## config.mk

```make
export PLATFORM = sky130hd
export DESIGN_NAME = bitops_exec
export DESIGN_NICKNAME = d
export VERILOG_FILES = /design/src/hdl/bitops_pkg.sv /design/src/hdl/bitops_exec.sv
export VERILOG_INCLUDE_DIRS = /design/src /design/src/hdl
export SDC_FILE = /design/constraint.sdc
export NUM_CORES = 1
export LEC_CHECK = 0
export BUFFER_PORTS_ARGS = -buffer_cell sky130_fd_sc_hd__buf_2
export CAP_MARGIN = 15
export CORE_MARGIN = 10
export CORE_UTILIZATION = 35
export CTS_CLUSTER_SIZE = 20
export DETAILED_ROUTE_END_ITERATION = 12
export PLACE_DENSITY = 0.71
export REMOVE_ABC_BUFFERS = 1
export SYNTH_ARGS = -nofsm -noshare
export SYNTH_HDL_FRONTEND = slang
export SYNTH_SLANG_ARGS = --single-unit
```

## constraint.sdc

```tcl
create_clock -name mclk -period 2.52 [get_ports mclk]
set_clock_uncertainty 0.05 [all_clocks]
set_input_delay 0.252 -clock mclk [delete_from_list [all_inputs] [get_ports mclk]]
set_output_delay 0.252 -clock mclk [all_outputs]
set_load 0.005 [all_outputs]
```

## src/hdl/bitops_params.svh

```systemverilog
// Constants for the AND-with-file and bit-operation execution block.
// Assumes a 14-bit instruction word and 8-bit data path.
// Overview of operation
// - AND-with-file takes a 7-bit file address and a one-bit destination field.
// - AND result goes to accumulator when destination is 0, file when 1.
// - Bit clear, set and test take a 7-bit file address and 3-bit position.
// - Bit clear zeroes the selected bit and keeps the other bits.
// - Bit test skips the next instruction only when the selected bit is zero.
// - A taken skip replaces the fetched instruction by a no-op: two cycles.
`ifndef BITOPS_PARAMS_SVH
`define BITOPS_PARAMS_SVH
`define OPC6_AND_FILE 6'h05
`define OPC4_BIT_CLEAR 4'h4
`define OPC4_BIT_SET 4'h5
`define OPC4_BIT_TEST 4'h6
`define DEST_BIT_POS 7
`define BITPOS_LSB 7
`define ACCUM_RESET 8'h00
`endif

```

## src/hdl/bitops_pkg.sv

```systemverilog
// Types for the bit-operation execution block.
// Assumes the constants header is included alongside.
package bitops_pkg;
  typedef enum logic [4:0] {
    OP_NONE = 5'h01,
    OP_AND = 5'h02,
    OP_CLR = 5'h04,
    OP_SET = 5'h08,
    OP_TEST = 5'h10
  } op_t;
  typedef struct packed {
    logic we;
    logic [6:0] addr;
    logic [7:0] data;
  } file_wr_t;
  typedef struct packed {
    logic [7:0] accum;
    logic squash;
    file_wr_t wr;
  } state_t;
endpackage

```

## src/hdl/bitops_exec.sv

```systemverilog
// Executes AND-with-file, bit clear, bit set and bit test-skip-when-zero.
// Assumes the file register read data for the current instruction's address
// arrives combinationally in the same cycle, from logic on mclk.
`timescale 1ns/10ps
`include "bitops_params.svh"
module bitops_exec import bitops_pkg::*; (
  // Clock, reset, enable
  input wire logic mclk,
  input wire logic arst_n,
  input wire logic clk_en,
  // Instruction from fetch
  input wire logic [13:0] instr,
  // File register read port
  output logic [6:0] file_raddr,
  input wire logic [7:0] file_rdata,
  // File register write port
  output file_wr_t file_wr,
  // Core state
  output logic [7:0] accum,
  output logic skip_active,
  output logic zero_flag
);
  state_t s_q;
  state_t s_d;
  op_t op;
  logic dest;
  logic [2:0] bpos;
  logic [7:0] bmask;
  logic [7:0] and_res;

  assign file_raddr = instr[6:0];
  assign dest = instr[`DEST_BIT_POS];
  assign bpos = instr[`BITPOS_LSB +: 3];
  assign bmask = 8'h01 << bpos;
  assign and_res = s_q.accum & file_rdata;

  always_comb begin
    if (instr[13:8] == `OPC6_AND_FILE) begin
      op = OP_AND;
    end else if (instr[13:10] == `OPC4_BIT_CLEAR) begin
      op = OP_CLR;
    end else if (instr[13:10] == `OPC4_BIT_SET) begin
      op = OP_SET;
    end else if (instr[13:10] == `OPC4_BIT_TEST) begin
      op = OP_TEST;
    end else begin
      op = OP_NONE;
    end
  end

  always_comb begin
    s_d = s_q;
    s_d.wr = '0;
    s_d.squash = 1'b0;
    // A squashed word runs as a no-op whatever it decodes to.
    if (!s_q.squash) begin
      unique case (op)
        OP_AND: begin
          if (dest) begin
            s_d.wr = '{we: 1'b1, addr: file_raddr, data: and_res};
          end else begin
            s_d.accum = and_res;
          end
        end
        OP_CLR: s_d.wr = '{we: 1'b1, addr: file_raddr, data: file_rdata & ~bmask};
        OP_SET: s_d.wr = '{we: 1'b1, addr: file_raddr, data: file_rdata | bmask};
        OP_TEST: s_d.squash = ~file_rdata[bpos];
        OP_NONE: ;
      endcase
    end
  end

  always_ff @(posedge mclk or negedge arst_n) begin
    if (!arst_n) begin
      s_q <= '{accum: `ACCUM_RESET, squash: 1'b0, wr: '0};
    end else if (clk_en) begin
      s_q <= s_d;
    end
  end

  assign accum = s_q.accum;
  assign skip_active = s_q.squash;
  assign file_wr = s_q.wr;
  // The flag watches the accumulator only, so an AND result sent to a file leaves it alone.
  assign zero_flag = (s_q.accum == 8'h00);

  // A skip lasts one enabled edge; frozen edges neither start nor end it.
  a_skip_on_zero: assert property (@(posedge mclk) disable iff (!arst_n)
    clk_en && !s_q.squash && op == OP_TEST && !file_rdata[bpos] |=> s_q.squash)
    else $error("skip not taken on clear bit");

  a_run_on_one: assert property (@(posedge mclk) disable iff (!arst_n)
    clk_en && op == OP_TEST && file_rdata[bpos] |=> !s_q.squash)
    else $error("skip taken on set bit");

  a_squash_is_nop: assert property (@(posedge mclk) disable iff (!arst_n)
    clk_en && s_q.squash |=> !s_q.wr.we && s_q.accum == $past(s_q.accum))
    else $error("discarded instruction had an effect");

  a_squash_one_cycle: assert property (@(posedge mclk) disable iff (!arst_n)
    clk_en && s_q.squash |=> !s_q.squash)
    else $error("skip lasted more than one cycle");

  a_test_bit_select: assert property (@(posedge mclk) disable iff (!arst_n)
    clk_en && !s_q.squash && op == OP_TEST
    |=> s_q.squash == !$past(file_rdata[instr[9:7]]))
    else $error("tested bit not the one selected");

  a_skip_needs_test: assert property (@(posedge mclk) disable iff (!arst_n)
    clk_en && !(op == OP_TEST && !s_q.squash)
    |=> !s_q.squash)
    else $error("skip started without a test");

  a_test_no_write: assert property (@(posedge mclk) disable iff (!arst_n)
    clk_en && !s_q.squash && op == OP_TEST
    |=> !s_q.wr.we && s_q.accum == $past(s_q.accum))
    else $error("bit test changed state");

  // The AND result lands in exactly one place, chosen by the destination bit.
  a_and_to_accum: assert property (@(posedge mclk) disable iff (!arst_n)
    clk_en && !s_q.squash && op == OP_AND && !dest
    |=> s_q.accum == $past(and_res) && !s_q.wr.we)
    else $error("AND to accumulator wrong");

  a_and_to_file: assert property (@(posedge mclk) disable iff (!arst_n)
    clk_en && !s_q.squash && op == OP_AND && dest
    |=> s_q.wr.we && s_q.wr.data == $past(and_res) && s_q.accum == $past(s_q.accum))
    else $error("AND to file wrong");

  a_accum_and_bits: assert property (@(posedge mclk) disable iff (!arst_n)
    clk_en && !s_q.squash && op == OP_AND && !dest
    |=> (s_q.accum & ~$past(s_q.accum)) == 8'h00)
    else $error("AND set an accumulator bit");

  a_accum_only_and: assert property (@(posedge mclk) disable iff (!arst_n)
    clk_en && !(op == OP_AND && !dest && !s_q.squash)
    |=> s_q.accum == $past(s_q.accum))
    else $error("accumulator changed without AND");

  a_field_width: assert property (@(posedge mclk) disable iff (!arst_n)
    clk_en && !s_q.squash && op == OP_AND && dest
    |=> s_q.wr.addr == $past(instr[6:0]))
    else $error("AND write address wrong");

  // Bit writes change only the selected bit and use the current read data.
  a_clear_one_bit: assert property (@(posedge mclk) disable iff (!arst_n)
    clk_en && !s_q.squash && op == OP_CLR
    |=> s_q.wr.we && s_q.wr.data == ($past(file_rdata) & ~$past(bmask)))
    else $error("bit clear wrong");

  a_cleared_bit_low: assert property (@(posedge mclk) disable iff (!arst_n)
    clk_en && !s_q.squash && op == OP_CLR
    |=> (s_q.wr.data & $past(bmask)) == 8'h00)
    else $error("cleared bit still high");

  a_clear_keeps_rest: assert property (@(posedge mclk) disable iff (!arst_n)
    clk_en && !s_q.squash && op == OP_CLR
    |=> (s_q.wr.data | $past(bmask)) == ($past(file_rdata) | $past(bmask)))
    else $error("bit clear touched other bits");

  a_set_one_bit: assert property (@(posedge mclk) disable iff (!arst_n)
    clk_en && !s_q.squash && op == OP_SET
    |=> s_q.wr.we && s_q.wr.data == ($past(file_rdata) | $past(bmask)))
    else $error("bit set wrong");

  a_set_bit_high: assert property (@(posedge mclk) disable iff (!arst_n)
    clk_en && !s_q.squash && op == OP_SET
    |=> (s_q.wr.data & $past(bmask)) == $past(bmask))
    else $error("set bit still low");

  a_write_address: assert property (@(posedge mclk) disable iff (!arst_n)
    clk_en && !s_q.squash && (op == OP_CLR || op == OP_SET)
    |=> s_q.wr.addr == $past(instr[6:0]))
    else $error("write address wrong");

  a_write_needs_op: assert property (@(posedge mclk) disable iff (!arst_n)
    clk_en && (s_q.squash || !(op == OP_CLR || op == OP_SET || (op == OP_AND && dest)))
    |=> !s_q.wr.we)
    else $error("file write without a writing instruction");

  // Decode and the clock enable.
  a_decode_and: assert property (@(posedge mclk) disable iff (!arst_n)
    instr[13:8] == 6'h05 |-> op == OP_AND)
    else $error("AND not decoded");

  a_decode_clear: assert property (@(posedge mclk) disable iff (!arst_n)
    instr[13:10] == `OPC4_BIT_CLEAR |-> op == OP_CLR)
    else $error("bit clear not decoded");

  a_decode_set: assert property (@(posedge mclk) disable iff (!arst_n)
    instr[13:10] == `OPC4_BIT_SET |-> op == OP_SET)
    else $error("bit set not decoded");

  a_decode_test: assert property (@(posedge mclk) disable iff (!arst_n)
    instr[13:10] == `OPC4_BIT_TEST |-> op == OP_TEST)
    else $error("bit test not decoded");

  a_decode_none: assert property (@(posedge mclk) disable iff (!arst_n)
    instr[13:8] != `OPC6_AND_FILE && instr[13:10] != `OPC4_BIT_CLEAR
    && instr[13:10] != `OPC4_BIT_SET && instr[13:10] != `OPC4_BIT_TEST |-> op == OP_NONE)
    else $error("undecoded word not a no-op");

  a_undecoded_nop: assert property (@(posedge mclk) disable iff (!arst_n)
    clk_en && op == OP_NONE
    |=> !s_q.wr.we && !s_q.squash && s_q.accum == $past(s_q.accum))
    else $error("undecoded word had an effect");

  a_freeze_when_off: assert property (@(posedge mclk) disable iff (!arst_n)
    !clk_en
    |=> s_q == $past(s_q))
    else $error("state moved while clock enable low");

  // Main scenarios that the random bench should reach.
  c_skip_taken: cover property (@(posedge mclk) disable iff (!arst_n) clk_en && s_q.squash);
  c_and_file: cover property (@(posedge mclk) disable iff (!arst_n)
    clk_en && op == OP_AND && dest && !s_q.squash);
  c_set_bit: cover property (@(posedge mclk) disable iff (!arst_n)
    clk_en && op == OP_SET && !s_q.squash);
  c_clear_bit: cover property (@(posedge mclk) disable iff (!arst_n)
    clk_en && op == OP_CLR && !s_q.squash);
  c_skip_not_taken: cover property (@(posedge mclk) disable iff (!arst_n)
    clk_en && op == OP_TEST && !s_q.squash && file_rdata[bpos]);
endmodule

```

==> impl_metrics.csv, run 1 <==
group,metric,value,unit
run_status,status,"finished, final reports clean",
drt,drt_wl_total,3610,um
synth,yosys.area.top_type,"dfrtp_1",
clocking,holdBufCountCts,1,
critical_path,timing.rr.end,"accum[5]",
synth,yosysWarnings,0,
power_and_ir_drop,combPwrFrac,0.145,
sta,worst_slew_pin_slew,0.709,ns
synth,netlist_top_cells_count,"dfrtp_1 (25), a32oi_1 (8), mux2_2 (8), o21a_1 (8), o2bb2ai_1 (8)",
floorplanning,die_w,81.8,um
finish,register_area,626,um2
power_and_ir_drop,p_int,0.570,mW
clocking,post_cts_buffers,0,
drt,vias,1079,
sta,finalSetupViolCount,0,
synth,ys_types,30,
synth,synth_seq_cells,25,
grt,gr-usage-all-layers,0.109,
sta,worst_hold_slack,0.128,ns
grt,grt_pass1_wl,5870,um
finish,num_antenna_cells,0,
hold_path,min_path_cells,2,
drt,drc,0,
sta,drv_slew,0,
critical_path,critPathRequiredTime,2.22,ns
finish,design_area,1640,um2
sta,layout_min_cycle_time,1.75,ns
grt,grt_max_degree,26,
power_and_ir_drop,max-vdd-ir-drop,0.292,mV
synth,synthArstFlopShare,1.00,
drt,dr.pass1.iters,4,
drt,ant_nets,0,
clocking,htree_levels,1,
power_and_ir_drop,p_seq_frac,0.547,
floorplanning,ioPinCount,58,
sta,rsz0062_at_grt,"no",
clocking,path_clk_slew,0.08,ns
clocking,cts-buffers-inserted,3,
clocking,worstSkewPairLatency,0.26,ns
critical_path,worstPathMaxFanout,4,
finish,multi_input_area,606,um2
critical_path,cp_data_arrival_time,1.45,ns
power_and_ir_drop,p_clk_frac,0.309,
drt,drtIter0Drc,32,
placed_design,hpwl,2910,um
clocking,cts_tree,"done",
synth,synth_edf_count,0,
finish,fillers,354,
finish,layout-drive-gt1-share,0.506,
placed_design,io_buffers,57,
grt,grt_pass1_vias,1150,
finish,syn_to_final_growth,22.7,%
floorplanning,rows,22,
synth,synth.top_cells.by_area,"dfrtp_1 (47%), mux2_2 (6.7%), a32oi_1 (5.2%), o2bb2ai_1 (5.2%), a22o_1 (4.6%)",
grt,grt_antenna_before_repair,0,
placed_design,gp_congestion,0.882,
sta,maxSlewHeadroom,0.525,
critical_path,endpoint_kind,"output pin",
clocking,cts_buffer_depth,2,
floorplanning,core_region_area,3690,um2
hold_path,hold_class,"input port to flop",
critical_path,path_class,"flop to output pin",
power_and_ir_drop,total_power,0.752,mW
critical_path,reg2reg_from,"skip_active",
power_and_ir_drop,p_per_area,458,nW/um2
synth,synthesis.instances,105,
synth,yosysSeqAreaShare,0.467,
sta,finalHoldViolations,0,
clocking,clock_sinks,25,
sta,finalCritPeriodShare,0.694,
sta,fin_setup_tns,0,ns
synth,synth_flop_cell,"dfrtp_1",
floorplanning,initial_core_util,0.363,
critical_path,rr_worst_depth,3,
drt,wl_per_cell,17.9,um
power_and_ir_drop,p_leak,0.821,nW
floorplanning,dieHeight,81.8,um
synth,synth_area,1340,um2
placed_design,postPlaceCellArea,1580,um2
flow_run,cap_violations,0,
hold_path,hold_end,"skip_active",
synth,netlist.area_leader.share,0.467,
sta,fmaxAchievable,572,MHz
power_and_ir_drop,p_sw,0.182,mW
floorplanning,die-area,6700,um2
grt,gr-total-overflow,0,
critical_path,start_kind,"flop",
drt,viasPerCell,5.34,
clocking,cts_repair_resize_count,0,
clocking,root_buffer,"clkbuf_8",
synth,synth_most_common_cell,"dfrtp_1",
hold_path,min_from,"clk_en",
critical_path,crit_path_start,"accum[3]",
finish,num-nets-final,180,
synth,avgSynthCellArea,12.8,um2
critical_path,rrSetupSlack,1.17,ns
power_and_ir_drop,sw_frac_of_total,0.242,
==> worst max-delay path, cell delays in order (launching register included) <==
cell     delay (ns)
dfrtp_1        0.43
or4_1          0.54
nor2_1         0.10
buf_2          0.12
==> area by class of cell <==
class	count	area share
clock inverter	1	0.00457
multi-input combinational	65	0.369
clock buffer	3	0.0251
timing repair buffer	58	0.180
tap	48	0.0366
sequential	25	0.381
inverter	2	0.00457
==> worst max-delay path by stage <==
stage,end,cells after the start,slack [ns]
2_1_floorplan,accum[0],4,1.12
3_3_place_gp,accum[5],5,0.84
3_5_place_dp,accum[5],5,0.71
4_1_cts,zero_flag,3,0.75
5_1_grt,zero_flag,3,0.69
6_report,zero_flag,3,0.77
==> power by group through the flow <==
stage / sequential, mW / combinational [mW] / clock, mW
2_1_floorplan: 0.420 / 0.0420 / 0
3_3_place_gp: 0.419 / 0.105 / 0
3_5_place_dp: 0.419 / 0.108 / 0
4_1_cts: 0.411 / 0.110 / 0.240
5_1_grt: 0.413 / 0.121 / 0.262
6_report: 0.411 / 0.109 / 0.232
==> registers in the layout, summed over array words and instances (netlist names) <==
| signal | count |
|---|---|
| file_wr | 16 |
| accum | 8 |
| skip_active | 1 |
==> placed cells by master, fill, tap and decap left out, drive strengths merged, types with 2 or more instances in the layout <==
cell     Yosys  routed
nand3b       4       4
a22o         7       7
nor2         2       2
o2bb2ai      8       8
or4          2       2
o21a         9       9
mux2         8       8
o21ai        2       2
buf         12      57
dfrtp       25      25
nor3b        4       4
clkbuf       1       3
mux4         2       2
nand3        2       2
a32oi        8       8
==> cell families after synthesis <==
logic type / share of synthesized area
muxes: 0.108
DFF: 0.467
buffers and inverters: 0.0804
and+or+nand+nor: 0.121
AOI/OAI and AO/OA: 0.222
==> layer usage <==
metal / routed length [um] / vias up / GRT usage
li1: - / 506 / -
met3: 384 / 2 / 0.0426
met2: 1510 / 51 / 0.161
met1: 1720 / 520 / 0.144
met4: 8 / 0 / 0.0306
met5: 0 / - / 0
==> through the flow <==
step	setup slack, ns	utilization	cells
after floorplan	1.12	-	92
after global placement	0.842	0.429	197
after detailed placement	0.705	0.429	197
after CTS	0.754	0.445	202
after global routing	0.691	0.445	202
final	0.770	0.445	202
Note: power is estimated with default switching activity, not from simulation.
==> run 2, diff against run 1 <==
==> constraint.sdc (replaced) <==
create_clock -name mclk -period 1.7 [get_ports mclk]
set_clock_uncertainty 0.05 [all_clocks]
set_input_delay 0.17 -clock mclk [delete_from_list [all_inputs] [get_ports mclk]]
set_output_delay 0.17 -clock mclk [all_outputs]
set_load 0.005 [all_outputs]
==> run 2 against run 1 <==
  * Routed wire length increased by 2.4%
  * Flip-flop and latch count stayed put
  * Core utilization increased by 1.2 points
  * Clock power increased by 49%
  * Via count rose by 5.2%
==> impl_metrics.csv, run 2 (synthesis gave the netlist of run 1 again) <==
group,metric,value,unit
finish,final_cell_count_no_fill,208,
clocking,cts-buffers-inserted,3,
finish,final_core_util,0.457,
placed_design,dp_cells,198,
drt,drc,0,
sta,finalSetupViolCount,0,
sta,finalCritPeriodShare,0.970,
floorplanning,die-area,6700,um2
finish,syn_to_final_growth,25.9,%
sta,worst_slew_pin_slew,0.688,ns
drt,drtIter0Drc,46,
drt,drt_wl_total,3700,um
sta,drv_slew,0,
finish,multi_input_area,606,um2
grt,gr-usage-all-layers,0.106,
clocking,worstSkewPairLatency,0.26,ns
hold_path,min_from,"clk_en",
sta,finalHoldViolations,0,
clocking,root_buffer,"clkbuf_8",
sta,layout_min_cycle_time,1.65,ns
hold_path,hold_class,"input port to flop",
critical_path,rr_worst_depth,3,
drt,dr.pass1.iters,5,
hold_path,min_path_cells,2,
grt,grt_pass1_vias,1171,
critical_path,start_kind,"flop",
floorplanning,core_region_area,3690,um2
drt,ant_nets,0,
power_and_ir_drop,max-vdd-ir-drop,0.271,mV
clocking,path_clk_slew,0.09,ns
grt,grt_max_degree,26,
critical_path,endpoint_kind,"output pin",
grt,grt_pass1_wl,5730,um
power_and_ir_drop,combPwrFrac,0.145,
floorplanning,dieHeight,81.8,um
critical_path,worstPathMaxFanout,3,
power_and_ir_drop,p_per_area,663,nW/um2
sta,fin_setup_tns,0,ns
finish,design_area,1690,um2
power_and_ir_drop,sw_frac_of_total,0.245,
floorplanning,rows,22,
power_and_ir_drop,p_leak,0.857,nW
drt,vias,1135,
finish,mostFrequentLayoutCells,"buf_2 (57), dfrtp_1 (25)",
power_and_ir_drop,p_int,0.844,mW
finish,largest_reg_flops,16,
sta,maxSlewHeadroom,0.539,
power_and_ir_drop,p_seq_frac,0.546,
power_and_ir_drop,p_sw,0.273,mW
finish,fillers,371,
critical_path,cp_data_arrival_time,1.43,ns
clocking,htree_levels,1,
power_and_ir_drop,p_clk_frac,0.309,
hold_path,hold_end,"skip_active",
critical_path,reg2reg_from,"skip_active",
placed_design,dp_slack,0.160,ns
floorplanning,die_w,81.8,um
critical_path,rrSetupSlack,0.32,ns
finish,layout-drive-gt1-share,0.525,
grt,grt_antenna_before_repair,0,
sta,worst_hold_slack,0.0424,ns
floorplanning,ioPinCount,58,
sta,setup_ws,0.0504,ns
clocking,cts_buffer_depth,2,
critical_path,timing.rr.end,"accum[6]",
placed_design,gp_congestion,0.866,
grt,gr-total-overflow,0,
critical_path,critPathRequiredTime,1.48,ns
sta,fmaxAchievable,606,MHz
finish,num_antenna_cells,0,
floorplanning,initial_core_util,0.363,
placed_design,postPlaceCellArea,1590,um2
clocking,clock_sinks,25,
finish,register_area,626,um2
finish,num-nets-final,186,
finish,final_common_cell,"buf_2",
sta,rsz0062_at_grt,"yes",
run_status,status,"finished, final reports clean",
flow_run,cap_violations,0,
clocking,cts_tree,"done",
drt,wl_per_cell,17.8,um
drt,viasPerCell,5.46,
placed_design,io_buffers,57,
critical_path,path_class,"flop to output pin",
placed_design,hpwl,2890,um
power_and_ir_drop,total_power,1.12,mW
[run 2: changes by cell type in the layout (fill, tap and decap cells not counted)]
cell	delta
clkinv_2	+1
clkinvlp_4	-1
buf_4	+6
[run 2: timing repair]
action / in CTS / in global routing
hold buffers: 1 / 0
buffers inserted: 0 / 5
gates resized for setup: 0 / 0
hold endpoints to repair: 25 / 0
setup endpoints to repair: 0 / 1
[run 2: power by group through the flow]
stage	Combinational (mW)	Sequential [mW]	Clock, mW
floorplan	0.0622	0.622	0
global placement	0.157	0.621	0
detailed placement	0.162	0.622	0
CTS	0.164	0.610	0.357
global route	0.178	0.612	0.384
finish	0.162	0.610	0.346
[run 2: worst max-delay path, stage by stage, from the launching register on]
cell     delay (ns)
dfrtp_1        0.42
or4_1          0.54
nor2_1         0.09
buf_2          0.12
[run 2: worst max-delay path by stage]
stage | cells past startpoint | startpoint | endpoint | slack [ns]
floorplan | 4 | clk_en | accum[0] | 0.39
global placement | 5 | instr[12] | file_wr[5] | 0.22
detailed placement | 5 | instr[10] | file_wr[13] | 0.16
CTS | 3 | accum[3] | zero_flag | 0.03
global route | 3 | accum[2] | zero_flag | -0.006
finish | 3 | accum[2] | zero_flag | 0.05
[run 2: cell type report]
type / count / area share
Clock buffer: 3 / 0.0245
Clock inverter: 1 / 0.00297
Inverter: 2 / 0.00445
Multi-Input combinational cell: 65 / 0.359
Sequential cell: 25 / 0.371
Tap cell: 48 / 0.0356
Timing Repair Buffer: 64 / 0.202
[run 2: layer usage]
| metal | global-route usage | vias up | share of wire |
|---|---|---|---|
| li1 | - | 518 | - |
| met1 | 0.131 | 554 | 0.45 |
| met2 | 0.165 | 59 | 0.42 |
| met3 | 0.0491 | 4 | 0.12 |
| met4 | 0.0289 | 0 | 0.0068 |
| met5 | 0 | - | 0 |
==> run 3, diff against run 2 <==
--- a/config.mk
+++ b/config.mk
@@ -12,7 +12,7 @@
 export CORE_UTILIZATION = 35
 export CTS_CLUSTER_SIZE = 20
 export DETAILED_ROUTE_END_ITERATION = 12
-export PLACE_DENSITY = 0.71
+export PLACE_DENSITY = 0.69
 export REMOVE_ABC_BUFFERS = 1
 export SYNTH_ARGS = -nofsm -noshare
 export SYNTH_HDL_FRONTEND = slang
==> run 3 against run 2 <==
  * Maximum frequency grew 0.49%
  * Hold slack better by 0.0047 ns
  * Power rose by 0.74%
  * Count of clock-buffer cells in the layout unchanged
  * Routed wire length increased by 2.6%
  * Global-route usage grew 0.56 points
  * Die area unchanged
  * Largest power group unchanged
  * Highest routed layer unchanged
  * Register-to-register slack worse by 0.03 ns
  * Critical path depth unchanged
  * First-iteration DRC count up 33%
  * Sequential power about the same
  * Flip-flop and latch count unchanged
==> impl_metrics.csv, run 3 (synthesis gave the netlist of run 1 again) <==
group,metric,value,unit
power_and_ir_drop,p_seq_frac,0.542,
critical_path,path_class,"flop to output pin",
power_and_ir_drop,total_power,1.13,mW
grt,gr-total-overflow,0,
drt,drc,0,
hold_path,min_path_cells,2,
sta,finalHoldViolations,0,
drt,dr.pass1.iters,4,
power_and_ir_drop,combPwrFrac,0.147,
placed_design,gp_congestion,0.789,
floorplanning,die_w,81.8,um
grt,grt_max_degree,26,
drt,drt_wl_total,3800,um
sta,finalSetupViolCount,0,
finish,syn_to_final_growth,28.1,%
floorplanning,die-area,6700,um2
drt,ant_nets,0,
clocking,clock_sinks,25,
power_and_ir_drop,max-vdd-ir-drop,0.316,mV
grt,gr-usage-all-layers,0.112,
clocking,path_clk_slew,0.09,ns
power_and_ir_drop,p_sw,0.280,mW
critical_path,cp_data_arrival_time,1.42,ns
floorplanning,ioPinCount,58,
sta,drv_slew,0,
finish,num-nets-final,190,
floorplanning,rows,22,
finish,largest_reg_flops,16,
finish,fillers,365,
clocking,root_buffer,"clkbuf_8",
placed_design,postPlaceCellArea,1600,um2
sta,fin_setup_tns,0,ns
finish,layout-drive-gt1-share,0.537,
sta,fmaxAchievable,609,MHz
drt,vias,1142,
critical_path,start_kind,"flop",
sta,layout_min_cycle_time,1.64,ns
flow_run,cap_violations,0,
power_and_ir_drop,p_int,0.846,mW
placed_design,dp_slack,0.153,ns
grt,grt_antenna_before_repair,0,
critical_path,rr_worst_depth,3,
grt,grt_pass1_wl,5950,um
finish,final_core_util,0.465,
power_and_ir_drop,p_leak,0.878,nW
critical_path,endpoint_kind,"output pin",
power_and_ir_drop,p_clk_frac,0.311,
power_and_ir_drop,p_per_area,656,nW/um2
drt,viasPerCell,5.39,
sta,worst_slew_pin_slew,0.713,ns
placed_design,io_buffers,57,
clocking,worstSkewPairLatency,0.27,ns
clocking,cts-buffers-inserted,3,
finish,mostFrequentLayoutCells,"buf_2 (57), dfrtp_1 (25), buf_4 (10)",
floorplanning,initial_core_util,0.363,
sta,maxSlewHeadroom,0.523,
power_and_ir_drop,sw_frac_of_total,0.249,
critical_path,worstPathMaxFanout,3,
sta,finalCritPeriodShare,0.966,
finish,final_common_cell,"buf_2",
hold_path,hold_class,"input port to flop",
run_status,status,"finished, final reports clean",
sta,setup_ws,0.0584,ns
drt,wl_per_cell,17.9,um
clocking,cts_buffer_depth,2,
drt,drtIter0Drc,61,
grt,grt_pass1_vias,1204,
floorplanning,core_region_area,3690,um2
finish,num_antenna_cells,0,
critical_path,critPathRequiredTime,1.48,ns
clocking,htree_levels,1,
clocking,cts_tree,"done",
sta,rsz0062_at_grt,"yes",
floorplanning,dieHeight,81.8,um
finish,design_area,1720,um2
## run 3: critical path: stages, from the launching register on
cell and delay [ns]:
dfrtp_1 0.41, or4_1 0.54, nor2_1 0.09, buf_2 0.12
## run 3: repair_timing
action / 4_1_cts / 5_1_grt
buffers inserted: 0 / 8
endpoints found under the hold margin: 25 / 0
endpoints found under the setup margin: 0 / 1
resized for setup: 0 / 0
hold buffers: 1 / 0
## run 3: worst paths after layout
| check | start | slack (ns) | end |
|---|---|---|---|
| min in group asynchronous | arst_n | 0.37 | file_wr[7] |
| setup reg to reg | skip_active | 0.29 | accum[1] |
| hold reg to reg | file_wr[6] | 0.44 | file_wr[6] |
| hold / removal | clk_en | 0.05 | skip_active |
| max in group asynchronous | arst_n | 0.86 | skip_active |
| setup / recovery | accum[7] | 0.06 | zero_flag |
## run 3: layout make-up
cell class | count | area [um2] | area share
repair buffers | 68 | 370 | 0.216
clock buffers | 3 | 41.3 | 0.0241
flip-flops and latches | 25 | 626 | 0.365
clock inverters | 1 | 5.00 | 0.00292
inverters | 2 | 7.51 | 0.00438
multi-input cells | 65 | 606 | 0.353
well taps | 48 | 60.1 | 0.0350
## run 3: power groups by stage
stage | clock network [mW] | registers [mW] | logic (mW)
2_1_floorplan | 0 | 0.622 | 0.0622
5_1_grt | 0.390 | 0.611 | 0.183
6_report | 0.351 | 0.610 | 0.166
3_3_place_gp | 0 | 0.621 | 0.161
4_1_cts | 0.362 | 0.610 | 0.169
3_5_place_dp | 0 | 0.621 | 0.166
## run 3: metal layers
metal  up-vias  routed length, um  track usage
met4         0                 49       0.0459
met2        46               1730        0.168
met3         4                393       0.0415
met5         -                  0            0
li1        530                  -            -
met1       562               1630        0.142
## run 3: through the flow
step | hold WS [ns] | instances
final | 0.0471 | 212
after global routing | 0.0443 | 212
after CTS | 0.0430 | 204
after detailed placement | 0.154 | 199
after global placement | 0.130 | 199
after floorplan | -0.176 | 92
